[config.mk]
export PLATFORM = sky130hd
export DESIGN_NAME = dtc_timer_top
export DESIGN_NICKNAME = d
export VERILOG_FILES = /design/src/hw/dtc_pkg.sv /design/src/hw/dtc_chan_if.sv /design/src/hw/dtc_pin_sync.sv /design/src/hw/dtc_channel.sv /design/src/hw/dtc_timer_top.sv
export VERILOG_INCLUDE_DIRS = /design/src /design/src/hw
export SDC_FILE = /design/constraint.sdc
export NUM_CORES = 1
export LEC_CHECK = 0
export BUFFER_PORTS_ARGS = -buffer_cell sky130_fd_sc_hd__buf_2
export CAP_MARGIN = 20
export CORE_MARGIN = 1
export CORE_UTILIZATION = 30
export DETAILED_ROUTE_END_ITERATION = 10
export GPL_TIMING_DRIVEN = 0
export PLACE_DENSITY = 0.49
export RECOVER_POWER = 100
export SLEW_MARGIN = 20
export SYNTH_ARGS = -nofsm -noshare
export SYNTH_HDL_FRONTEND = slang
export SYNTH_HIERARCHICAL = 1
export SYNTH_SLANG_ARGS = --single-unit
[constraint.sdc]
create_clock -name aclk -period 3.7 [get_ports aclk]
set_input_delay 0.37 -clock aclk [delete_from_list [all_inputs] [get_ports aclk]]
set_output_delay 0.37 -clock aclk [all_outputs]
set_load 0.05 [all_outputs]
[src/hw/dtc_defs.svh]
// register indices, field positions, reset values and counts of the dual 8-bit timer
`ifndef DTC_DEFS_SVH
`define DTC_DEFS_SVH
`define DTC_IDX_CLKSEL0 32'hFFFFF5C4
`define DTC_IDX_CLKSEL1 32'hFFFFF5C5
`define DTC_IDX_MODE0 32'hFFFFF5C6
`define DTC_IDX_MODE1 32'hFFFFF5C7
`define DTC_IDX_CMP0 32'hFFFFF5C0
`define DTC_IDX_CMP1 32'hFFFFF5C1
`define DTC_IDX_CNT0 32'hFFFFF5C8
`define DTC_IDX_CNT1 32'hFFFFF5C9
`define DTC_IDX_CCNT 32'hFFFFF5CA
`define DTC_IDX_CCMP 32'hFFFFF5CB
`define DTC_DEC_MSB 9
`define DTC_ADDR_W 12
`define DTC_CLKSEL_RST 8'h00
`define DTC_MODE_RST 8'h00
`define DTC_CMP_RST 8'h00
`define DTC_CNT_RST 8'h00
`define DTC_CNT_MAX 8'hFF
`define DTC_CNT_ONE 8'h01
`define DTC_PRE_RST 8'h00
`define DTC_MC_EN 7
`define DTC_MC_PWM 6
`define DTC_MC_CASC 4
`define DTC_MC_LVS 3
`define DTC_MC_LVR 2
`define DTC_MC_LVL 1
`define DTC_MC_TOE 0
`define DTC_MC_STORE 8'hD3
`define DTC_TAP_DIV4 1
`define DTC_TAP_DIV64 5
`define DTC_TAP_DIV256 7
`define DTC_RESP_OKAY 2'h0
`define DTC_RESP_SLVERR 2'h2
`endif

[src/hw/dtc_pkg.sv]
// types shared by the dual 8-bit timer files
package dtc_pkg;
  typedef logic [7:0] dtc_byte_t;
  typedef enum logic [2:0] {
    DTC_CS_FALL = 3'h0,
    DTC_CS_RISE = 3'h1,
    DTC_CS_FXX = 3'h2,
    DTC_CS_DIV2 = 3'h3,
    DTC_CS_DIV4 = 3'h4,
    DTC_CS_DIV64 = 3'h5,
    DTC_CS_DIV256 = 3'h6,
    DTC_CS_OTHER = 3'h7
  } dtc_clksel_t;
endpackage

[src/hw/dtc_chan_if.sv]
// control and status bundle between the timer top and one counter channel
`timescale 1ns/1ns
interface dtc_chan_if;
  import dtc_pkg::*;
  logic tick;
  logic en;
  logic clr;
  logic pwm;
  logic lvl;
  logic toe;
  logic ff_set;
  logic ff_rst;
  logic match_ev;
  logic ovf_ev;
  dtc_byte_t count;
  logic wrap;
  logic pin;
  modport ctl (output tick, en, clr, pwm, lvl, toe, ff_set, ff_rst, match_ev, ovf_ev, input count, wrap, pin);
  modport chan (input tick, en, clr, pwm, lvl, toe, ff_set, ff_rst, match_ev, ovf_ev, output count, wrap, pin);
endinterface

[src/hw/dtc_pin_sync.sv]
// three-stage pin synchroniser with agreed-level edge detection
`timescale 1ns/1ns
module dtc_pin_sync (
  input wire logic aclk,
  input wire logic aresetn,
  input wire logic pin,
  output logic rise,
  output logic fall
);
  logic s1_q, s2_q, s3_q, lvl_q, rise_q, fall_q;
  // a change counts only once stages two and three agree, which filters one-cycle glitches
  always_ff @(posedge aclk) begin
    if (!aresetn) begin
      {s1_q, s2_q, s3_q, lvl_q, rise_q, fall_q} <= 6'h00;
    end else begin
      s1_q <= pin;
      s2_q <= s1_q;
      s3_q <= s2_q;
      if (s2_q == s3_q) lvl_q <= s3_q;
      rise_q <= (s2_q == s3_q) & s3_q & ~lvl_q;
      fall_q <= (s2_q == s3_q) & ~s3_q & lvl_q;
    end
  end
  assign rise = rise_q;
  assign fall = fall_q;
endmodule // dtc_pin_sync

[src/hw/dtc_channel.sv]
// one 8-bit up counter with its timer output flip-flop
`timescale 1ns/1ns
module dtc_channel
  import dtc_pkg::*;
(
  input wire logic aclk,
  input wire logic aresetn,
  dtc_chan_if.chan ch
);
  `include "dtc_defs.svh"
  dtc_byte_t count_q;
  logic ff_q, pin_q;
  // clear wins over counting so a match step lands on zero, not on cmp+1
  always_ff @(posedge aclk) begin
    if (!aresetn) begin
      count_q <= `DTC_CNT_RST;
    end else if (!ch.en || ch.clr) begin
      count_q <= `DTC_CNT_RST;
    end else if (ch.tick) begin
      count_q <= count_q + `DTC_CNT_ONE;
    end
  end
  assign ch.count = count_q;
  assign ch.wrap = ch.tick & ch.en & (count_q == `DTC_CNT_MAX);
  // output flip-flop: pwm drives active on overflow, inactive on match; otherwise toggle or force
  always_ff @(posedge aclk) begin
    if (!aresetn) begin
      ff_q <= 1'b0;
      pin_q <= 1'b0;
    end else begin
      if (ch.pwm) begin
        if (!ch.en || ch.match_ev) ff_q <= 1'b0;
        else if (ch.ovf_ev) ff_q <= 1'b1;
      end else if (ch.ff_set) begin
        ff_q <= 1'b1;
      end else if (ch.ff_rst) begin
        ff_q <= 1'b0;
      end else if (ch.match_ev && ch.lvl) begin
        ff_q <= ~ff_q;
      end
      pin_q <= ch.toe & (ch.pwm ? (ff_q ^ ch.lvl) : ff_q);
    end
  end
  assign ch.pin = pin_q;
endmodule // dtc_channel

[src/hw/dtc_timer_top.sv]
// dual 8-bit timer/event counter with cascade mode behind an AXI4-Lite slave
//
// Contract
// - cascade select joins both channels into one 16-bit counter.
// - cascade supports interval, event counting and square wave at 16 bits.
// - each counter is read-only and steps once per selected count tick.
// - in cascade the count is readable only as one 16-bit word.
// - counter clears on reset, enable clear, and match in clear-start mode.
// - in cascade clearing the lower enable clears the whole 16-bit count.
// - outside pwm the counter is compared with compare and matches interrupt.
// - pwm overflow drives output active, compare match drives it inactive.
// - compare register is byte read/write and takes any 00H..FFH value.
// - cascade compares 16 bits; only the lower interrupt fires.
// - clock select picks clock and edge, byte access, resets to 00H.
// - select codes: fall, rise, fxx, /2, /4, /64, /256, other timer.
// - in cascade the upper clock select is ignored; lower clock counts.
// - enable bit 7 starts counting; clearing it clears and stops.
// - mode select 0 is clear-and-start on match, 1 is pwm.
// - cascade bit in upper mode control joins channels; lower bit is zero.
//
// Decided for this implementation: the AXI4-Lite interface to the registers.
`timescale 1ns/1ns
module dtc_timer_top
  import dtc_pkg::*;
(
  input wire logic aclk,
  input wire logic aresetn,
  input wire logic [31:0] s_axi_awaddr,
  input wire logic s_axi_awvalid,
  output logic s_axi_awready,
  input wire logic [31:0] s_axi_wdata,
  input wire logic [3:0] s_axi_wstrb,
  input wire logic s_axi_wvalid,
  output logic s_axi_wready,
  output logic [1:0] s_axi_bresp,
  output logic s_axi_bvalid,
  input wire logic s_axi_bready,
  input wire logic [31:0] s_axi_araddr,
  input wire logic s_axi_arvalid,
  output logic s_axi_arready,
  output logic [31:0] s_axi_rdata,
  output logic [1:0] s_axi_rresp,
  output logic s_axi_rvalid,
  input wire logic s_axi_rready,
  input wire logic event_input_pin0,
  input wire logic event_input_pin1,
  input wire logic other_timer_compare_irq,
  output logic timer_output_pin0,
  output logic timer_output_pin1,
  output logic lower_match_interrupt,
  output logic match_interrupt1
);
  `include "dtc_defs.svh"

  ////////////////////////////////////////////////////////////////////////////
  // declarations

  logic awready_q, wready_q, bvalid_q, arready_q, rvalid_q;
  logic [1:0] bresp_q, rresp_q;
  logic [31:0] rdata_q;
  logic [`DTC_ADDR_W-1:0] waddr_q;
  logic [31:0] wdata_q;
  logic [3:0] wstrb_q;
  dtc_byte_t clksel0_q, clksel1_q, mode0_q, mode1_q, cmp0_q, cmp1_q;
  dtc_byte_t pre_q;
  logic irq0_q, irq1_q;
  logic rise0, fall0, rise1, fall1;
  logic tick0, tick1;
  logic casc, en0, en1, pwm0, pwm1;
  logic eq0, eq1, ev0, ev1;
  logic wr_go, ar_hs;
  logic [`DTC_DEC_MSB:0] wsel, rsel;
  logic w_cs0, w_cs1, w_md0, w_md1, w_cp0, w_cp1, w_ccp, w_hit;
  logic r_cs0, r_cs1, r_md0, r_md1, r_cp0, r_cp1, r_ct0, r_ct1, r_cct, r_ccp, r_hit;
  dtc_byte_t wbyte0, wbyte1;
  logic [31:0] rmux;

  dtc_chan_if c0 ();
  dtc_chan_if c1 ();

  ////////////////////////////////////////////////////////////////////////////
  // event pins and prescaler

  dtc_pin_sync u_sync0 (
    .aclk(aclk),
    .aresetn(aresetn),
    .pin(event_input_pin0),
    .rise(rise0),
    .fall(fall0)
  );

  dtc_pin_sync u_sync1 (
    .aclk(aclk),
    .aresetn(aresetn),
    .pin(event_input_pin1),
    .rise(rise1),
    .fall(fall1)
  );

  // free-running divider; each tap pulses once per period so the counters stay on aclk
  always_ff @(posedge aclk) begin
    if (!aresetn) pre_q <= `DTC_PRE_RST;
    else pre_q <= pre_q + `DTC_CNT_ONE;
  end

  // count tick from the three clock select bits
  function automatic logic sel_tick(input dtc_byte_t sel, input logic rise, input logic fall,
                                    input dtc_byte_t pre, input logic other);
    logic t;
    t = 1'b0;
    unique case (dtc_clksel_t'(sel[2:0]))
      DTC_CS_FALL: t = fall;
      DTC_CS_RISE: t = rise;
      DTC_CS_FXX: t = 1'b1;
      DTC_CS_DIV2: t = pre[0];
      DTC_CS_DIV4: t = &pre[`DTC_TAP_DIV4:0];
      DTC_CS_DIV64: t = &pre[`DTC_TAP_DIV64:0];
      DTC_CS_DIV256: t = &pre[`DTC_TAP_DIV256:0];
      DTC_CS_OTHER: t = other;
    endcase
    return t;
  endfunction

  assign tick0 = sel_tick(clksel0_q, rise0, fall0, pre_q, other_timer_compare_irq);
  assign tick1 = sel_tick(clksel1_q, rise1, fall1, pre_q, other_timer_compare_irq);

  ////////////////////////////////////////////////////////////////////////////
  // mode decode and compare

  assign casc = mode1_q[`DTC_MC_CASC];
  assign en0 = mode0_q[`DTC_MC_EN];
  assign en1 = casc ? en0 : mode1_q[`DTC_MC_EN];
  assign pwm0 = mode0_q[`DTC_MC_PWM];
  assign pwm1 = casc ? pwm0 : mode1_q[`DTC_MC_PWM];
  assign eq0 = (c0.count == cmp0_q);
  assign eq1 = (c1.count == cmp1_q);
  // cascade compares the full 16 bits and routes the event to the lower channel only
  assign ev0 = tick0 & en0 & eq0 & (~casc | eq1);
  assign ev1 = ~casc & tick1 & en1 & eq1;

  // lower channel
  assign c0.tick = tick0;
  assign c0.en = en0;
  assign c0.clr = ev0 & ~pwm0;
  assign c0.pwm = pwm0;
  assign c0.lvl = mode0_q[`DTC_MC_LVL];
  assign c0.toe = mode0_q[`DTC_MC_TOE];
  assign c0.ff_set = w_md0 & wbyte0[`DTC_MC_LVS] & ~wbyte0[`DTC_MC_LVR];
  assign c0.ff_rst = w_md0 & wbyte0[`DTC_MC_LVR] & ~wbyte0[`DTC_MC_LVS];
  assign c0.match_ev = ev0;
  assign c0.ovf_ev = casc ? c1.wrap : c0.wrap;

  // upper channel steps on the lower wrap in cascade, its own select is ignored there
  assign c1.tick = casc ? (c0.wrap & ~c0.clr) : tick1;
  assign c1.en = en1;
  assign c1.clr = casc ? c0.clr : (ev1 & ~pwm1);
  assign c1.pwm = pwm1;
  assign c1.lvl = mode1_q[`DTC_MC_LVL];
  assign c1.toe = mode1_q[`DTC_MC_TOE];
  assign c1.ff_set = w_md1 & wbyte0[`DTC_MC_LVS] & ~wbyte0[`DTC_MC_LVR];
  assign c1.ff_rst = w_md1 & wbyte0[`DTC_MC_LVR] & ~wbyte0[`DTC_MC_LVS];
  assign c1.match_ev = ev1;
  assign c1.ovf_ev = c1.wrap;

  dtc_channel u_ch0 (
    .aclk(aclk),
    .aresetn(aresetn),
    .ch(c0.chan)
  );

  dtc_channel u_ch1 (
    .aclk(aclk),
    .aresetn(aresetn),
    .ch(c1.chan)
  );

  // interrupts are single pulses taken in the clearing step; pwm mode raises none
  always_ff @(posedge aclk) begin
    if (!aresetn) begin
      irq0_q <= 1'b0;
      irq1_q <= 1'b0;
    end else begin
      irq0_q <= ev0 & ~pwm0;
      irq1_q <= ev1 & ~pwm1;
    end
  end

  assign lower_match_interrupt = irq0_q;
  assign match_interrupt1 = irq1_q;
  assign timer_output_pin0 = c0.pin;
  assign timer_output_pin1 = c1.pin;

  ////////////////////////////////////////////////////////////////////////////
  // AXI4-Lite write path

  assign wr_go = ~awready_q & ~wready_q & ~bvalid_q;
  assign wsel = waddr_q[`DTC_ADDR_W-1:2];
  assign w_cs0 = wr_go & (wsel == 10'(`DTC_IDX_CLKSEL0)) & wstrb_q[0];
  assign w_cs1 = wr_go & (wsel == 10'(`DTC_IDX_CLKSEL1)) & wstrb_q[0];
  assign w_md0 = wr_go & (wsel == 10'(`DTC_IDX_MODE0)) & wstrb_q[0];
  assign w_md1 = wr_go & (wsel == 10'(`DTC_IDX_MODE1)) & wstrb_q[0];
  assign w_cp0 = wr_go & (wsel == 10'(`DTC_IDX_CMP0)) & wstrb_q[0];
  assign w_cp1 = wr_go & (wsel == 10'(`DTC_IDX_CMP1)) & wstrb_q[0];
  assign w_ccp = wr_go & (wsel == 10'(`DTC_IDX_CCMP));
  // count registers are read-only, so a write there is an error answer
  assign w_hit = (wsel == 10'(`DTC_IDX_CLKSEL0)) | (wsel == 10'(`DTC_IDX_CLKSEL1))
               | (wsel == 10'(`DTC_IDX_MODE0)) | (wsel == 10'(`DTC_IDX_MODE1))
               | (wsel == 10'(`DTC_IDX_CMP0)) | (wsel == 10'(`DTC_IDX_CMP1))
               | (wsel == 10'(`DTC_IDX_CCMP));
  assign wbyte0 = wdata_q[7:0];
  assign wbyte1 = wdata_q[15:8];

  // address and data are caught independently; the write fires once both are held
  always_ff @(posedge aclk) begin
    if (!aresetn) begin
      awready_q <= 1'b1;
      wready_q <= 1'b1;
      bvalid_q <= 1'b0;
      bresp_q <= `DTC_RESP_OKAY;
      waddr_q <= '0;
      wdata_q <= '0;
      wstrb_q <= 4'h0;
    end else begin
      if (awready_q && s_axi_awvalid) begin
        awready_q <= 1'b0;
        waddr_q <= s_axi_awaddr[`DTC_ADDR_W-1:0];
      end
      if (wready_q && s_axi_wvalid) begin
        wready_q <= 1'b0;
        wdata_q <= s_axi_wdata;
        wstrb_q <= s_axi_wstrb;
      end
      if (wr_go) begin
        bvalid_q <= 1'b1;
        bresp_q <= w_hit ? `DTC_RESP_OKAY : `DTC_RESP_SLVERR;
      end
      if (bvalid_q && s_axi_bready) begin
        bvalid_q <= 1'b0;
        awready_q <= 1'b1;
        wready_q <= 1'b1;
      end
    end
  end

  // register file; set/reset request bits of mode control are not stored
  always_ff @(posedge aclk) begin
    if (!aresetn) begin
      clksel0_q <= `DTC_CLKSEL_RST;
      clksel1_q <= `DTC_CLKSEL_RST;
      mode0_q <= `DTC_MODE_RST;
      mode1_q <= `DTC_MODE_RST;
      cmp0_q <= `DTC_CMP_RST;
      cmp1_q <= `DTC_CMP_RST;
    end else begin
      if (w_cs0) clksel0_q <= {5'h00, wbyte0[2:0]};
      if (w_cs1) clksel1_q <= {5'h00, wbyte0[2:0]};
      if (w_md0) mode0_q <= wbyte0 & `DTC_MC_STORE & ~(8'h01 << `DTC_MC_CASC);
      if (w_md1) mode1_q <= wbyte0 & `DTC_MC_STORE;
      if (w_cp0 || (w_ccp && wstrb_q[0])) cmp0_q <= wbyte0;
      if (w_cp1) cmp1_q <= wbyte0;
      else if (w_ccp && wstrb_q[1]) cmp1_q <= wbyte1;
    end
  end

  ////////////////////////////////////////////////////////////////////////////
  // AXI4-Lite read path

  assign ar_hs = arready_q & s_axi_arvalid;
  assign rsel = s_axi_araddr[`DTC_ADDR_W-1:2];
  assign r_cs0 = (rsel == 10'(`DTC_IDX_CLKSEL0));
  assign r_cs1 = (rsel == 10'(`DTC_IDX_CLKSEL1));
  assign r_md0 = (rsel == 10'(`DTC_IDX_MODE0));
  assign r_md1 = (rsel == 10'(`DTC_IDX_MODE1));
  assign r_cp0 = (rsel == 10'(`DTC_IDX_CMP0));
  assign r_cp1 = (rsel == 10'(`DTC_IDX_CMP1));
  assign r_ct0 = (rsel == 10'(`DTC_IDX_CNT0));
  assign r_ct1 = (rsel == 10'(`DTC_IDX_CNT1));
  assign r_cct = (rsel == 10'(`DTC_IDX_CCNT));
  assign r_ccp = (rsel == 10'(`DTC_IDX_CCMP));
  assign r_hit = r_cs0 | r_cs1 | r_md0 | r_md1 | r_cp0 | r_cp1 | r_ct0 | r_ct1 | r_cct | r_ccp;

  // byte count views read zero in cascade so both halves always come from one sample
  assign rmux = ({32{r_cs0}} & {24'h000000, clksel0_q})
              | ({32{r_cs1}} & {24'h000000, clksel1_q})
              | ({32{r_md0}} & {24'h000000, mode0_q})
              | ({32{r_md1}} & {24'h000000, mode1_q})
              | ({32{r_cp0}} & {24'h000000, cmp0_q})
              | ({32{r_cp1}} & {24'h000000, cmp1_q})
              | ({32{r_ct0 & ~casc}} & {24'h000000, c0.count})
              | ({32{r_ct1 & ~casc}} & {24'h000000, c1.count})
              | ({32{r_cct}} & {16'h0000, c1.count, c0.count})
              | ({32{r_ccp}} & {16'h0000, cmp1_q, cmp0_q});

  // one read in flight; data are sampled in the cycle the address is taken
  always_ff @(posedge aclk) begin
    if (!aresetn) begin
      arready_q <= 1'b1;
      rvalid_q <= 1'b0;
      rdata_q <= 32'h00000000;
      rresp_q <= `DTC_RESP_OKAY;
    end else if (ar_hs) begin
      arready_q <= 1'b0;
      rvalid_q <= 1'b1;
      rdata_q <= rmux;
      rresp_q <= r_hit ? `DTC_RESP_OKAY : `DTC_RESP_SLVERR;
    end else if (rvalid_q && s_axi_rready) begin
      rvalid_q <= 1'b0;
      arready_q <= 1'b1;
    end
  end

  assign s_axi_awready = awready_q;
  assign s_axi_wready = wready_q;
  assign s_axi_bvalid = bvalid_q;
  assign s_axi_bresp = bresp_q;
  assign s_axi_arready = arready_q;
  assign s_axi_rvalid = rvalid_q;
  assign s_axi_rdata = rdata_q;
  assign s_axi_rresp = rresp_q;
endmodule // dtc_timer_top

==> impl_metrics.csv <==
group,metric,value,unit
floorplan,fp.dieH,144,um
critical_path,critPathMaxFanout,6,
cts,cts_num_sinks,124,
logic_synthesis,synth_top_area_frac,0.411,
place,hpwl,12400,um
timing,finalSetupViolations,0,
place,port_buffers,73,
cts,htreeDepth,4,
critical_path,critPathMaxStageDelay,0.43,ns
place,placed_area,6800,um^2
routing,vias_per_cell,4.81,
timing,finalCritPeriodShare,0.917,
floorplan,pin_count,155,
worst_hold_path,hp-class,"input port to flip-flop",
critical_path,cp-start-kind,"flip-flop",
pwr,power_switching,878,uW
pwr,power.leakage,2.99,nW
cts,cts_buffers,17,
critical_path,end_kind,"flip-flop",
timing,rsz0062_at_grt,"false",
pwr,p_int,2.68,mW
routing,detail_route.first_pass.iterations,5,
routing,wire_per_inst,15.3,um
critical_path,path_cells,"ha_2, nand2b_1, a211oi_1, a221oi_2, inv_1, buf_4, nand3_1, nor3_2, nand2_1, o22ai_1, buf_4, nand3_1, nor3_4, mux2_2, nor2_1, o31a_1, nor4_1",
pwr,p_per_area,482,nW/um^2
pwr,seq_power_share,0.396,
worst_hold_path,hold_path_depth,2,
logic_synthesis,synth_largest_area_cell,"dfxtp_1",
logic_synthesis,yosys-top-cells-area,"dfxtp_1 (41%), nand2_1 (7.0%), a21oi_1 (5.4%)",
routing,ant_nets,0,
critical_path,r2r_cells,17,
global_routing,grt.total_usage,0.172,
global_routing,antenna_found_initial,0,
cts,clk_path_buf_depth,2,
routing,drcViolationCount,0,
logic_synthesis,syn_area_per_cell,8.52,um^2
critical_path,arrival,3.73,ns
place,gp_congestion,0.816,
routing,drtIter0Drc,389,
cells_and_area,multiInputGateArea,3220,um^2
logic_synthesis,synthCells,709,
logic_synthesis,yosys_register_bits,124,
cts,cts_hold_buf,0,
cells_and_area,nNetsFinal,936,
critical_path,timing_worst_setup_path_type,"flip-flop to flip-flop",
timing,maxSlewHeadroom,0.342,
logic_synthesis,ys_seq_area_frac,0.411,
cells_and_area,regArea,2480,um^2
timing,period_needed,3.39,ns
global_routing,grt_max_degree,20,
timing,hold_ws,0.141,ns
floorplan,die_area,20700,um^2
timing,fin_tns_setup,0,ns
global_routing,grt_pass1_wl,26700,um
timing,fin_skew,0.0107,ns
run,maxCapViolations,0,
floorplan,rows,51,
floorplan,initial_core_util,0.308,
pwr,pwr-share-clk,0.516,
logic_synthesis,async_flop_share,0,
timing,slew_violations,0,
cells_and_area,nFillCells,2080,
logic_synthesis,synth_edf_count,0,
timing,final-hold-violation-count,0,
pwr,power_frac_comb,0.087,
outcome,status,"finished clean",
cells_and_area,area_growth,22.2,%
pwr,total_power,3.56,mW
floorplan,die_w,144,um
global_routing,gr-total-overflow,0,
global_routing,first_global_vias,4814,
cells_and_area,fin_area,7380,um^2
cts,clk_latency,0.43,ns
cts,cts_resized,0,
pwr,irDropWorstVdd,0.298,mV
routing,vias,5277,
cts,cts_root_buf,"clkbuf_16",
logic_synthesis,synth_area,6040,um^2
critical_path,worstPathRequired,4.04,ns
timing,worst_slew_pin_slew,0.962,ns
timing,max_freq,295,MHz
cells_and_area,layout-drive-gt1-share,0.161,
cts,tritoncts,"yes",
pwr,switching_share,0.247,
logic_synthesis,ys.flop_type,"dfxtp_1",
cells_and_area,diodes,0,
cts,clkTransAtPathRegs,0.06,ns
logic_synthesis,ys_warn_count,6,
logic_synthesis,synth.distinct_cells,63,
floorplan,core,19600,um^2
critical_path,slowest_stage,"dfxtp_1",
cells_and_area,fin_util,0.377,
cts,post_cts_buffers,0,
routing,routed_wl,16800,um
## registers in the layout (all words and copies together) (netlist names), 2 cells and up
register / cells
cmp1_q: 8
pre_q: 8
waddr_q: 10
u_ch1/ch.count: 8
mode0_q: 4
wstrb_q: 2
clksel1_q: 3
clksel0_q: 3
mode1_q: 5
cmp0_q: 8
wdata_q: 16
u_ch0/ch.count: 8
s_axi_rdata: 16
## synth_stat cells (all sizes together) (2+ instances only)
| cell | instances |
|---|---|
| dfxtp | 124 |
| nand2 | 114 |
| a21oi | 65 |
| o21ai | 51 |
| nor2 | 44 |
| buf | 35 |
| nand3 | 31 |
| mux2i | 24 |
| clkbuf | 21 |
| xor2 | 20 |
| nor2b | 15 |
| inv | 12 |
| xnor2 | 12 |
| a221oi | 11 |
| and2 | 11 |
| nand2b | 10 |
| nand4 | 10 |
| nor3 | 9 |
| a2bb2oi | 8 |
| or3 | 8 |
| ha | 7 |
| and3 | 6 |
| nor3b | 6 |
| mux2 | 5 |
| nor4 | 5 |
| a2111oi | 4 |
| nand4b | 4 |
| o221a | 4 |
| o211a | 3 |
| o22ai | 3 |
| a22oi | 2 |
| a32oi | 2 |
| and4bb | 2 |
| mux4 | 2 |
| nand3b | 2 |
| nor4b | 2 |
| nor4bb | 2 |
| o21a | 2 |
| o31a | 2 |
## cells in the final DEF, fill, tap and decap left out, types with 18 or more instances in the layout
master,n
dfxtp_1,124
nand2_1,114
a21oi_1,65
clkbuf_1,53
buf_2,53
o21ai_0,51
nor2_1,43
nand3_1,31
mux2i_1,24
buf_4,22
xor2_1,20
conb_1,18
## final timing paths
path	startpoint	endpoint	slack (ns)
min reg2reg	u_sync1/lvl_q$_SDFFE_PN0N_	u_sync1/rise$_SDFF_PN0_	0.43
max reg2reg	pre_q[0]$_SDFF_PN0_	u_ch0/ff_q$_SDFFE_PN0P_	0.31
min	event_input_pin1	u_sync1/s1_q$_SDFF_PN0_	0.14
max	pre_q[0]$_SDFF_PN0_	u_ch0/ff_q$_SDFFE_PN0P_	0.31
## cell type report
type / count / share of cell area
multi-input combinational: 534 / 0.437
clock inverter: 10 / 0.0217
tap: 265 / 0.0449
buffer: 56 / 0.0410
timing repair buffer: 74 / 0.0464
sequential: 124 / 0.336
clock buffer: 22 / 0.0669
inverter: 12 / 0.00610
## kinds of logic (layout without fill, tap and decap cells)
family                   Yosys count  after routing  share of synthesized area
adder cells (fa/ha/maj)            7              7                     0.0145
flip-flops                       124            124                      0.411
AO/OA/AOI/OAI                    163            163                      0.169
AND/OR/NAND/NOR                  283            283                      0.243
XOR/XNOR                          32             32                     0.0464
multiplexers                      31             31                     0.0565
other                              1             18                   0.000621
buffers and inverters             68            174                     0.0596
## power groups by stage
stage                     Clock [mW]  Combinational, mW  Sequential (mW)
after detailed placement           0              0.318             1.44
after floorplan                    0              0.170             1.49
after global routing            1.94              0.341             1.42
after CTS                       1.87              0.319             1.41
after global placement             0              0.318             1.44
final                           1.84              0.311             1.41
## critical path: cells and delay by family (launching register included)
kind	cells	cell delay (ns)
compound gates	4	0.82
simple gates	8	1.16
flops	1	0.43
fa+ha+maj	1	0.27
mux	1	0.20
buf+inv	3	0.40
## routing by layer
metal	track usage	vias up	part of all wire	wire, um
met5	0	-	0	0
met4	0.0594	0	0.013	226
met3	0.0387	16	0.038	633
met2	0.254	112	0.44	7350
met1	0.244	2469	0.51	8580
li1	-	2680	-	-
## stage by stage
step / cells / setup WS [ns]
after floorplan: 726 / 0.842
after global placement: 1064 / 0.0562
after detailed placement: 1064 / 0.0428
after CTS: 1096 / 0.0186
after global routing: 1097 / 0.0134
final: 1097 / 0.308
Power figures use the tool's default switching activity.
